**config.mk**
```make
export PLATFORM = sky130hd
export DESIGN_NAME = tdm_serial_port
export DESIGN_NICKNAME = d
export VERILOG_FILES = /design/src/design/tdm_pkg.sv /design/src/design/link_sync.sv /design/src/design/tdm_serial_port.sv
export SDC_FILE = /design/constraint.sdc
export NUM_CORES = 1
export LEC_CHECK = 0
export BUFFER_PORTS_ARGS = -buffer_cell sky130_fd_sc_hd__buf_2
export CAP_MARGIN = 20
export CORE_UTILIZATION = 24
export CTS_BUF_LIST = sky130_fd_sc_hd__clkbuf_2 sky130_fd_sc_hd__clkbuf_4 sky130_fd_sc_hd__clkbuf_8
export CTS_CLUSTER_SIZE = 8
export DETAILED_ROUTE_END_ITERATION = 6
export GPL_TIMING_DRIVEN = 0
export PLACE_DENSITY_LB_ADDON = 0.12
export SKIP_LAST_GASP = 1
export SYNTH_ARGS = -nofsm -noshare
export SYNTH_HDL_FRONTEND = slang
export SYNTH_HIERARCHICAL = 1
export SYNTH_SLANG_ARGS = --single-unit
```
**constraint.sdc**
```tcl
create_clock -name i_ref_clk -period 9.2 [get_ports i_ref_clk]
set_clock_uncertainty 0.2 [all_clocks]
set_input_delay 2.3 -clock i_ref_clk [delete_from_list [all_inputs] [get_ports i_ref_clk]]
set_output_delay 2.3 -clock i_ref_clk [all_outputs]
set_load 0.02 [all_outputs]
```
**src/design/tdm_pkg.sv**
```systemverilog
package tdm_pkg;
    // Frame and data shape
    localparam int NCH = 4;
    localparam int DW = 16;
    localparam int LANES = 4;
    // Buffer addressing
    localparam int BASE_W = 24;
    localparam int UNIT_W = 21;
    localparam int OFF_W = 28;
    localparam int ADDR_W = 29;
    localparam int THR_W = 25;
    localparam int BYTE_SH = 3;
    localparam int STEP_PLAIN_BYTES = 8;
    localparam int STEP_LAW_BYTES = 16;
    localparam int STEP_PLAIN_SH = $clog2(STEP_PLAIN_BYTES * 8);
    localparam int STEP_LAW_SH = $clog2(STEP_LAW_BYTES * 8);
    localparam int BUF_MAX_BYTES = 16 * 1024 * 1024;
    // Frame sync generator counter
    localparam int GCNT_W = 6;
    localparam int FLEN_W = 7;
    // Link clock limits kept by the partner
    localparam real REF_CLK_MHZ = 100.0;
    localparam real BCLK_MAX_1L_MHZ = 62.5;
    localparam real BCLK_MAX_2L_MHZ = 31.25;
    localparam real BCLK_MAX_4L_MHZ = 15.63;
    // Reset values
    localparam logic [OFF_W-1:0] OFF_RST = 28'h0000000;
    localparam logic [1:0] DLY_ONE = 2'h1;

    typedef enum logic [1:0] {PH_IDLE, PH_WAIT, PH_RUN} phase_t;

    // Bits per channel word from the word size select
    function automatic logic [4:0] word_bits(input logic [1:0] sel);
        return 5'h02 << sel;
    endfunction

    function automatic logic [DW-1:0] word_mask(input logic [1:0] sel);
        return 16'hFFFF >> (5'h10 - word_bits(sel));
    endfunction
endpackage

```
**src/design/link_sync.sv**
```systemverilog
`timescale 1ns/1ps
module link_sync
    import tdm_pkg::*;
#(
    parameter int N = 2
) (
    // Clock and reset
    input wire logic i_ref_clk,
    input wire logic i_rst,
    // Pins, bit 0 is the link clock
    input wire logic [N-1:0] i_async,
    // Synchronised levels and clock edges
    output logic [N-1:0] o_level,
    output logic o_rise,
    output logic o_fall
);
    typedef struct packed {
        logic [N-1:0] meta;
        logic [N-1:0] sync;
        logic prev;
    } sync_t;

    sync_t s;
    sync_t next_s;

    always_comb begin
        next_s = s;
        next_s.meta = i_async;
        next_s.sync = s.meta;
        next_s.prev = s.sync[0];
    end

    always_ff @(posedge i_ref_clk) begin
        if (i_rst) begin
            s <= '0;
        end else begin
            s <= next_s;
        end
    end

    assign o_level = s.sync;
    assign o_rise = s.sync[0] & ~s.prev;
    assign o_fall = ~s.sync[0] & s.prev;
endmodule // link_sync

```
**src/design/tdm_serial_port.sv**
```systemverilog
// How it works
// (RULE1) Each instance is one self-contained module with its own pins and settings.
// (RULE2) Split mode: receive and transmit use their own clock, sync and line.
// (RULE3) Shared mode: four lines each way, one clock and sync for both.
// (RULE4) Partner keeps bit clock within 62.5, 31.25 or 15.63 MHz by lanes.
// (RULE5) Buffer size counts in 8 byte steps, 16 byte steps with companding.
// (RULE6) All receive buffers written at one common offset from each base.
// (RULE7) All transmit buffers read at one common offset from each base.
// (RULE8) One word size setting covers every channel.
// (RULE9) Two receive and two transmit offset thresholds flag a pulse.
// (RULE10) Inactive channels are neither written nor read.
// (RULE11) Channel words of 2, 4, 8 or 16 bits kept at link width.
// (RULE12) Transmit frame sync pin is either input or driven output.
// (RULE13) Sync and data sampled on the selected clock edge.
// (RULE14) Frame sync polarity is selectable.
// (RULE15) First bit follows frame sync by zero to three bit periods.
// (RULE16) Driven frame sync gives one pulse per frame on transmit clock.
`timescale 1ns/1ps
module tdm_serial_port
    import tdm_pkg::*;
(
    // Clock and reset
    input wire logic i_ref_clk,
    input wire logic i_rst,
    // Configuration
    input wire logic i_shared_mode,
    input wire logic i_sample_rise,
    input wire logic i_fs_active_low,
    input wire logic [1:0] i_fs_delay,
    input wire logic [1:0] i_word_sel,
    input wire logic [NCH-1:0] i_ch_active,
    input wire logic i_law_en,
    input wire logic [UNIT_W-1:0] i_buf_units,
    input wire logic i_tx_fs_drive,
    input wire logic [NCH-1:0][BASE_W-1:0] i_rx_base,
    input wire logic [NCH-1:0][BASE_W-1:0] i_tx_base,
    input wire logic [1:0][THR_W-1:0] i_rx_thr,
    input wire logic [1:0][THR_W-1:0] i_tx_thr,
    // Receive link
    input wire logic i_rx_bclk,
    input wire logic i_rx_fs,
    input wire logic [LANES-1:0] i_rx_data,
    // Transmit link
    input wire logic i_tx_bclk,
    input wire logic i_tx_fs,
    output logic o_tx_fs,
    output logic o_tx_fs_oe,
    output logic [LANES-1:0] o_tx_data,
    // Receive buffer write port
    output logic o_rx_wr_en,
    output logic [1:0] o_rx_wr_ch,
    output logic [ADDR_W-1:0] o_rx_wr_bitaddr,
    output logic [DW-1:0] o_rx_wr_data,
    // Transmit buffer read port
    output logic o_tx_rd_en,
    output logic [1:0] o_tx_rd_ch,
    output logic [ADDR_W-1:0] o_tx_rd_bitaddr,
    input wire logic [DW-1:0] i_tx_rd_data,
    // Status
    output logic [OFF_W-1:0] o_rx_off,
    output logic [OFF_W-1:0] o_tx_off,
    output logic [1:0] o_rx_thr_hit,
    output logic [1:0] o_tx_thr_hit
);
    typedef struct packed {
        phase_t ph;
        logic [1:0] dcnt;
        logic [4:0] bits;
        logic [1:0] ch;
        logic fs_prev;
        logic [OFF_W-1:0] off;
    } eng_t;

    typedef struct packed {
        eng_t rx;
        eng_t tx;
        logic [DW-1:0] rsr;
        logic [DW-1:0] tsr;
        logic [DW-1:0] nxt;
        logic [GCNT_W-1:0] gcnt;
        logic rx_wr_en;
        logic [1:0] rx_wr_ch;
        logic [ADDR_W-1:0] rx_wr_addr;
        logic [DW-1:0] rx_wr_data;
        logic rd_en;
        logic [1:0] rd_ch;
        logic [ADDR_W-1:0] rd_addr;
        logic [LANES-1:0] tx_data;
        logic fs_pin;
        logic fs_oe;
        logic [1:0] rx_hit;
        logic [1:0] tx_hit;
    } state_t;

    state_t s;
    state_t n;
    logic [5:0] rx_lv;
    logic [1:0] tx_lv;
    logic rx_rise;
    logic rx_fall;
    logic tx_rise;
    logic tx_fall;
    logic lanes4;
    logic [4:0] w;
    logic [4:0] aw;
    logic [4:0] inc;
    logic [4:0] pps;
    logic [FLEN_W-1:0] flen;
    logic [OFF_W-1:0] lim;
    logic smp_rx;
    logic smp_tx;
    logic drv_tx;
    logic rx_fs;
    logic tx_fs;

    function automatic logic [OFF_W-1:0] adv(input logic [OFF_W-1:0] off,
                                             input logic [4:0] wb,
                                             input logic [OFF_W-1:0] lm);
        logic [OFF_W-1:0] o;
        o = off + OFF_W'(wb);
        return (o >= lm) ? OFF_RST : o;
    endfunction

    function automatic logic [1:0] thr_hit(input logic [OFF_W-1:0] old_off,
                                           input logic [OFF_W-1:0] new_off,
                                           input logic [1:0][THR_W-1:0] thr);
        logic [1:0] h;
        h = 2'h0;
        for (int i = 0; i < 2; i++) begin
            h[i] = (new_off[OFF_W-1:BYTE_SH] == thr[i]) && (old_off[OFF_W-1:BYTE_SH] != thr[i]);
        end
        return h;
    endfunction

    function automatic logic [ADDR_W-1:0] bit_addr(input logic [BASE_W-1:0] base,
                                                   input logic [OFF_W-1:0] off);
        return ADDR_W'({base, 3'h0}) + ADDR_W'(off);
    endfunction

    // (RULE1) own pin synchronisers
    link_sync #(.N(6)) u_rx_sync (
        .i_ref_clk(i_ref_clk),
        .i_rst(i_rst),
        .i_async({i_rx_data, i_rx_fs, i_rx_bclk}),
        .o_level(rx_lv),
        .o_rise(rx_rise),
        .o_fall(rx_fall)
    );

    link_sync #(.N(2)) u_tx_sync (
        .i_ref_clk(i_ref_clk),
        .i_rst(i_rst),
        .i_async({i_tx_fs, i_tx_bclk}),
        .o_level(tx_lv),
        .o_rise(tx_rise),
        .o_fall(tx_fall)
    );

    // (RULE8) (RULE11) one word width
    assign w = word_bits(i_word_sel);
    assign lanes4 = i_shared_mode;
    assign aw = (lanes4 && w < 5'h4) ? 5'h4 : w;
    assign inc = lanes4 ? 5'h4 : 5'h1;
    assign pps = lanes4 ? (aw >> 2) : aw;
    assign flen = FLEN_W'(pps) * FLEN_W'(NCH);
    // (RULE5) buffer size steps
    assign lim = i_law_en ? (OFF_W'(i_buf_units) << STEP_LAW_SH)
                          : (OFF_W'(i_buf_units) << STEP_PLAIN_SH);
    // (RULE13) sample edge select
    assign smp_rx = i_sample_rise ? rx_rise : rx_fall;
    // (RULE2) (RULE3) transmit clock source
    assign smp_tx = i_shared_mode ? smp_rx : (i_sample_rise ? tx_rise : tx_fall);
    assign drv_tx = i_shared_mode ? (i_sample_rise ? rx_fall : rx_rise)
                                  : (i_sample_rise ? tx_fall : tx_rise);
    // (RULE14) sync polarity
    assign rx_fs = rx_lv[1] ^ i_fs_active_low;
    assign tx_fs = i_tx_fs_drive ? (s.fs_pin ^ i_fs_active_low)
                                 : ((i_shared_mode ? rx_lv[1] : tx_lv[1]) ^ i_fs_active_low);

    always_comb begin
        logic [DW-1:0] rsr_n;
        logic [4:0] tb;
        logic [1:0] kn;
        logic rx_take;
        logic tx_load;
        logic tx_rd;
        rsr_n = s.rsr;
        tb = 5'h00;
        kn = 2'h0;
        rx_take = 1'b0;
        tx_load = 1'b0;
        tx_rd = 1'b0;
        n = s;
        n.rx_wr_en = 1'b0;
        n.rd_en = 1'b0;
        n.rx_hit = 2'h0;
        n.tx_hit = 2'h0;
        // (RULE12) sync pin direction
        n.fs_oe = i_tx_fs_drive;
        if (s.rd_en) begin
            n.nxt = i_tx_rd_data;
        end
        // (RULE15) receive frame delay
        if (smp_rx) begin
            n.rx.fs_prev = rx_fs;
            unique case (s.rx.ph)
                PH_IDLE: begin
                    if (rx_fs && !s.rx.fs_prev) begin
                        if (i_fs_delay == 2'h0) begin
                            rx_take = 1'b1;
                        end else begin
                            n.rx.ph = PH_WAIT;
                            n.rx.dcnt = i_fs_delay;
                        end
                    end
                end
                PH_WAIT: begin
                    if (s.rx.dcnt == DLY_ONE) begin
                        rx_take = 1'b1;
                    end else begin
                        n.rx.dcnt = s.rx.dcnt - 2'h1;
                    end
                end
                PH_RUN: rx_take = 1'b1;
            endcase
        end
        if (rx_take) begin
            n.rx.ph = PH_RUN;
            rsr_n = lanes4 ? {s.rsr[DW-5:0], rx_lv[5:2]} : {s.rsr[DW-2:0], rx_lv[2]};
            n.rsr = rsr_n;
            tb = s.rx.bits + inc;
            if (tb >= aw) begin
                n.rx.bits = 5'h00;
                // (RULE10) (RULE6) write active slots
                n.rx_wr_en = i_ch_active[s.rx.ch];
                n.rx_wr_ch = s.rx.ch;
                n.rx_wr_addr = bit_addr(i_rx_base[s.rx.ch], s.rx.off);
                n.rx_wr_data = rsr_n & word_mask(i_word_sel);
                if (s.rx.ch == 2'(NCH - 1)) begin
                    n.rx.ph = PH_IDLE;
                    n.rx.ch = 2'h0;
                    n.rx.off = adv(s.rx.off, w, lim);
                    // (RULE9) receive thresholds
                    n.rx_hit = thr_hit(s.rx.off, n.rx.off, i_rx_thr);
                end else begin
                    n.rx.ch = s.rx.ch + 2'h1;
                end
            end else begin
                n.rx.bits = tb;
            end
        end
        // (RULE16) one sync per frame
        if (drv_tx) begin
            n.gcnt = (FLEN_W'(s.gcnt) == flen - 7'h01) ? 6'h00 : s.gcnt + 6'h01;
            n.fs_pin = (n.gcnt == 6'h00) ^ i_fs_active_low;
        end
        // (RULE15) transmit frame delay
        if (smp_tx) begin
            n.tx.fs_prev = tx_fs;
            unique case (s.tx.ph)
                PH_IDLE: begin
                    if (tx_fs && !s.tx.fs_prev) begin
                        if (i_fs_delay == 2'h0) begin
                            tx_load = 1'b1;
                        end else begin
                            n.tx.ph = PH_WAIT;
                            n.tx.dcnt = i_fs_delay;
                        end
                    end
                end
                PH_WAIT: begin
                    if (s.tx.dcnt == DLY_ONE) begin
                        tx_load = 1'b1;
                    end else begin
                        n.tx.dcnt = s.tx.dcnt - 2'h1;
                    end
                end
                PH_RUN: ;
            endcase
        end
        if (tx_load) begin
            n.tx.ph = PH_RUN;
            n.tx.ch = 2'h0;
            n.tx.bits = 5'h00;
            tx_rd = 1'b1;
        end else if (drv_tx && s.tx.ph == PH_RUN) begin
            n.tx_data = lanes4 ? s.tsr[DW-1:DW-4] : {3'h0, s.tsr[DW-1]};
            n.tsr = lanes4 ? (s.tsr << 4) : (s.tsr << 1);
            tb = s.tx.bits + inc;
            if (tb >= aw) begin
                n.tx.bits = 5'h00;
                if (s.tx.ch == 2'(NCH - 1)) begin
                    n.tx.ph = PH_IDLE;
                    n.tx.ch = 2'h0;
                end else begin
                    n.tx.ch = s.tx.ch + 2'h1;
                    kn = s.tx.ch + 2'h1;
                    tx_rd = 1'b1;
                end
            end else begin
                n.tx.bits = tb;
            end
        end
        if (tx_rd) begin
            // (RULE10) inactive slot sends zero
            n.tsr = i_ch_active[kn] ? (s.nxt << (5'h10 - aw)) : 16'h0000;
            if (kn == 2'(NCH - 1)) begin
                n.tx.off = adv(s.tx.off, w, lim);
                // (RULE9) transmit thresholds
                n.tx_hit = thr_hit(s.tx.off, n.tx.off, i_tx_thr);
            end
            // (RULE7) common read offset
            n.rd_en = i_ch_active[kn + 2'h1];
            n.rd_ch = kn + 2'h1;
            n.rd_addr = bit_addr(i_tx_base[kn + 2'h1], n.tx.off);
        end
    end

    always_ff @(posedge i_ref_clk) begin
        if (i_rst) begin
            s <= '0;
        end else begin
            s <= n;
        end
    end

    assign o_tx_fs = s.fs_pin;
    assign o_tx_fs_oe = s.fs_oe;
    assign o_tx_data = s.tx_data;
    assign o_rx_wr_en = s.rx_wr_en;
    assign o_rx_wr_ch = s.rx_wr_ch;
    assign o_rx_wr_bitaddr = s.rx_wr_addr;
    assign o_rx_wr_data = s.rx_wr_data;
    assign o_tx_rd_en = s.rd_en;
    assign o_tx_rd_ch = s.rd_ch;
    assign o_tx_rd_bitaddr = s.rd_addr;
    assign o_rx_off = s.rx.off;
    assign o_tx_off = s.tx.off;
    assign o_rx_thr_hit = s.rx_hit;
    assign o_tx_thr_hit = s.tx_hit;
endmodule // tdm_serial_port

```
## Yosys cells after proc, flatten, opt, wreduce, memory -nomap -nowiden

Index checks and enable logic that the tools add are counted.

- Add/sub/neg operators: 15
- $lt $le $gt $ge: 8
- Equal/unequal tests: 26
- Shift-type cells: 3
- Multiplexer cells: 73
- Bitwise logic cells: 19
- Reductions and logical operators: 33

Operator list:

| operator | number |
|---|---|
| $mux W28 | 5 |
| $eq A25 B25 Y1 | 4 |
| $ne A25 B25 Y1 | 4 |
| $bmux W24 S2 | 2 |
| $mux W16 | 6 |
| $add A27 B28 Y29 | 2 |
| $add A28 B5 Y28 | 2 |
| $ge A28 B28 Y1 | 2 |
| $mux W24 | 2 |
| $mux W2 | 16 |
| $mux W4 | 7 |
| $mux W1 | 22 |
| $mux W5 | 4 |
| $and A16 B16 Y16 | 1 |
| $shl A16 B5 Y16 | 1 |
| $shr A16 B5 Y16 const A | 1 |
| $ne A2 B2 Y1 const B | 6 |
| $reduce_bool A2 Y1 | 6 |
| $add A5 B3 Y5 | 2 |
| $eq A2 B2 Y1 const B | 5 |
| $ge A5 B5 Y1 | 2 |
| $not A1 Y1 | 10 |
| $reduce_and A5 Y1 | 2 |
| $sub A5 B5 Y5 const A | 2 |
| other kinds (28) | 61 |

- Register bits after elaboration: 241
- Input bits: 352
- Output and inout bits: 146
- Logic and storage cells: 212

## Logic depth before layout (Yosys ltp)

- Word-level depth: 12
- Mapped depth: 34
- Depth with buffers taken out: 26

## Cells and area by module

The synthesis kept the hierarchy.

By module, submodules not included:

| module | instances | cells an instance | area an instance (µm²) | seq. area each (µm²) |
|---|---|---|---|---|
| tdm_serial_port | 1 | 2573 | 20818.7 | 4344.2 |
| link_sync (u_rx_sync) | 1 | 35 | 452.9 | 260.2 |
| link_sync (u_tx_sync) | 1 | 14 | 158.9 | 100.1 |

## Worst setup path before layout

Ideal clock, no wire load.

- Path kind: input-to-reg
- Start: input i_shared_mode
- End: register s (netlist bit o_tx_rd_bitaddr[27])
- Library setup time: 127 ps
- Arrival time: 9494 ps
- Data required time: 8873 ps
- Setup slack: -621 ps
- Stages: 30
- Buffers on the path: 7
- Cells stage by stage: clkbuf_1 -> buf_1 -> buf_1 -> inv_1 -> ha_1 -> ha_1 -> a21o_1 -> nand2_1 -> xnor2_1 -> ha_1 -> o211ai_1 -> a211o_1 -> nor2_1 -> buf_2 -> buf_1 -> ha_1 -> clkbuf_1 -> clkbuf_1 -> mux4_2 -> ha_1 -> fa_1 -> a211o_1 -> a21o_1 -> o2111ai_1 -> a21oi_1 -> a2111oi_0 -> nor2_1 -> or4_1 -> o311ai_0 -> o21ai_1

- Longest elaborated chain between the ends: 12
- Elaborated cells on any way between the ends: 28
- Classes of those cells: add/sub (3); order compare (1); eq/ne (1); mux (19); bitwise (1); reduce/logical (3)

RTL lines:

| item | line | text |
|---|---|---|
| start: declaration | tdm_serial_port.sv:26 | `input wire logic i_shared_mode,` |
| parallel branches: the longest is 12 deep, another holds $add A27 B28 Y29 | - |  |
| end signal: assignment | tdm_serial_port.sv:323 | `s <= n;` |
| end: declaration | tdm_serial_port.sv:95 | `state_t s;` |

Parallel ways; which one is timed is not known. The select of a mux whose other input is x is not followed.
A chain may end at the register's enable or synchronous reset.

## Worst setup path in the final report

- Start: input i_word_sel[1]
- End: register s (netlist bit o_tx_rd_bitaddr[28])

- Longest elaborated chain between the ends: 12
- Elaborated cells on any way between the ends: 21
- Classes of those cells: add/sub (3); order compare (3); eq/ne (1); shift (1); mux (12); reduce/logical (1)

RTL lines:

| item | line | text |
|---|---|---|
| start: declaration | tdm_serial_port.sv:30 | `input wire logic [1:0] i_word_sel,` |
| $shl A2 B2 Y5 (*) | tdm_pkg.sv:34 | `return 5'h02 << sel;` |
| $lt A5 B3 Y1 | tdm_serial_port.sv:162 | `assign aw = (lanes4 && w < 5'h4) ? 5'h4 : w;` |
| $logic_and A1 B1 Y1 | tdm_serial_port.sv:162 |  |
| $mux W5 | tdm_serial_port.sv:162 |  |
| $ge A5 B5 Y1 | tdm_serial_port.sv:290 | `if (tb >= aw) begin` |
| $mux W2 | tdm_serial_port.sv:290 |  |
| $mux W2 | tdm_serial_port.sv:286 | `end else if (drv_tx && s.tx.ph == PH_RUN) begin` |
| $mux W2 | tdm_serial_port.sv:281 | `if (tx_load) begin` |
| $add A2 B1 Y2 or $eq A2 B2 Y1 (tied branches) | tdm_serial_port.sv:315, tdm_serial_port.sv:307 |  |
| $bmux W24 S2 or $mux W28 (tied branches) | tdm_serial_port.sv:315, tdm_serial_port.sv:307 |  |
| $mux W24 (not written as such) or $mux W28 (tied branches) | tdm_serial_port.sv:315, tdm_serial_port.sv:304 |  |
| $add A27 B28 Y29 | tdm_serial_port.sv:137 | `return ADDR_W'({base, 3'h0}) + ADDR_W'(off);` |

Every way passes the cells marked *; elsewhere a longest branch is shown, timed or not. The select of a mux whose other input is x is not followed.

==> results.json <==
{
  "status": "completed",
  "clkTransAtPathRegs_ns": 0.05,
  "slew_viol_final": 0,
  "ys.warnings.count": 6,
  "worst_slew_pin_slew_ns": 1.075,
  "grt_max_degree": 20,
  "finalHoldViolations": 0,
  "syn_area_per_cell_sq_um": 8.174,
  "grt_pass1_wl_mm": 142.8,
  "drt-vias-per-instance": 5.011,
  "fillers": 9761,
  "syn2layout_area_growth_pct": 27.68,
  "die-area_sq_um": 90430,
  "r2r_slack_ns": 1.29,
  "port_buffers": 491,
  "period_needed_ns": 8.971,
  "clk_path_buf_depth": 3,
  "antenna_found_initial": 6,
  "period_share_pct": 97.51,
  "die_h_um": 300.7,
  "crit_top_cell": "buf_4",
  "finalWorstSetupSlack_ns": 0.2292,
  "grt_use_total_pct": 21.00,
  "clock_latency_ns": 0.68,
  "ios": 498,
  "netlist_area_sq_um": 21420,
  "max_stage_delay_ns": 0.41,
  "dp_worst_setup_slack_ns": -3.000,
  "place_hpwl_mm": 79.98,
  "vias": 22120,
  "nNetsFinal": 3685,
  "clkSinkCount": 235,
  "htree_num_levels": 2,
  "cp.arrival_ns": 9.23,
  "postLayoutCellArea_sq_um": 27340,
  "die_w_um": 300.7,
  "stdcell_count": 4414,
  "crit_buf_inv": 11,
  "overflow": 0,
  "ir_drop_v": 0.00009202,
  "fin_hold_ws_ns": 0.2376,
  "leakagePower_nw": 11.88,
  "cts_tree": "built",
  "place_area_sq_um": 25450,
  "first_pass_iters": 6,
  "coreArea_sq_um": 88370,
  "wl_per_cell_um": 22.31,
  "cts_hold_buf": 0,
  "cap_violations": 0,
  "start_util_pct": 24.23,
  "cts_buffers": 50,
  "drtIter0Drc": 1388,
  "cp-start-kind": "primary input",
  "routed_wl_mm": 98.48,
  "drc": 0,
  "path_max_fanout": 10,
  "multi_input_area_sq_um": 14990,
  "dp_cells": 4282,
  "worst-setup-path-type": "primary input to flop",
  "row_count": 109,
  "fmax_ghz": 0.1115,
  "ant_nets": 0,
  "drive_gt1_share_pct": 30.88,
  "ff_latch_area_sq_um": 4705,
  "endpoint_kind": "flop",
  "gp_congestion": 0.9505,
  "power.density_nw_per_um2": 99.82,
  "cp_top_family": "compound AO/OA/AOI/OAI gates",
  "min_path_type": "flop to flop",
  "setup_viol": 0,
  "crit_required_ns": 9.46,
  "cts-root-buf": "clkbuf_8",
  "cp_slowest_cell": "xor2_2",
  "slew_headroom_pct": 28.31,
  "grt_pass1_vias": 21650,
  "postSynthCellCount": 2620,
  "rsz0062_at_grt": "false"
}
[worst paths after layout]
kind,end,startpoint,depth (start not counted)
setup reg to reg,o_tx_rd_bitaddr[28],o_tx_off[15],28
hold / removal,u_rx_sync/o_level[1],u_rx_sync/next_s[2],1
setup / recovery,o_tx_rd_bitaddr[28],i_word_sel[1],35
hold reg to reg,u_rx_sync/o_level[1],u_rx_sync/next_s[2],1
[layer usage]
layer | wire (um) | vias up | part of all wire (%) | global-route usage (%)
li1 | - | 10600 | - | -
met3 | 5579 | 129 | 5.7 | 2.872
met5 | 16 | - | 0.016 | 0
met1 | 44530 | 10670 | 45 | 28.21
met4 | 2131 | 4 | 2.2 | 4.689
met2 | 46230 | 713 | 47 | 35.42
[cell type report]
class	instances	area share (%)
multi-input combinational	1992	54.82
sequential	235	17.21
timing repair buffer	541	10.44
buffer	308	6.942
tap	1165	5.331
clock buffer	84	3.839
inverter	82	1.149
clock inverter	6	0.2654
antenna	1	0.009152
[cell usage in the layout (no fill, tap or decap), types with 56 or more instances in the layout]
master / n
buf_2: 510
dfxtp_1: 235
nand2_1: 225
buf_4: 201
a21oi_1: 195
nor2_1: 190
xnor2_1: 128
ha_1: 117
clkbuf_1: 105
o21ai_0: 97
mux2i_1: 86
nand3_1: 84
xor2_1: 74
inv_1: 71
nor3_1: 69
clkbuf_8: 68
a211oi_1: 56
[worst reg2reg max path: cells and delay by family, from the launching register on]
family | cells | cell delay, ns
buf+inv | 6 | 1.41
fa+ha+maj | 2 | 0.70
xor+xnor | 1 | 0.34
compound gates | 9 | 2.08
simple gates | 10 | 2.59
flops | 1 | 0.35
[state kept, by name, indices dropped and copies added, names as in the netlist, 4 cells and up]
register / flops
s: 77
o_rx_wr_bitaddr: 28
o_rx_off: 27
o_tx_off: 27
o_tx_rd_bitaddr: 26
o_rx_wr_data: 16
u_rx_sync/next_s: 6
u_rx_sync/o_level: 6
o_tx_data: 4
[per-stage QoR]
stage	TNS, ns	utilization (%)	total power, mW
finish	0	30.94	2.729
detailed placement	-59.07	28.80	1.459
global placement	-65.05	28.76	1.459
global route	0	30.94	2.864
CTS	0	30.65	2.783
floorplan	0	-	1.266
[where the power goes]
group          switching, mW  internal, mW  leakage [nW]
registers            0.00516          1.03          1.90
clock network          0.543         0.746         0.599
logic                  0.230         0.178          9.38
total                  0.778          1.95          11.9
[repair_timing]
action | 4_1_cts | 5_1_grt
gates cloned | 1 | 0
resized for setup | 65 | 42
buffers inserted | 30 | 13
pin swaps | 25 | 12
endpoints found under the setup margin | 25 | 9
hold endpoints to repair | 0 | 0
(Power assumes the default switching activity.)
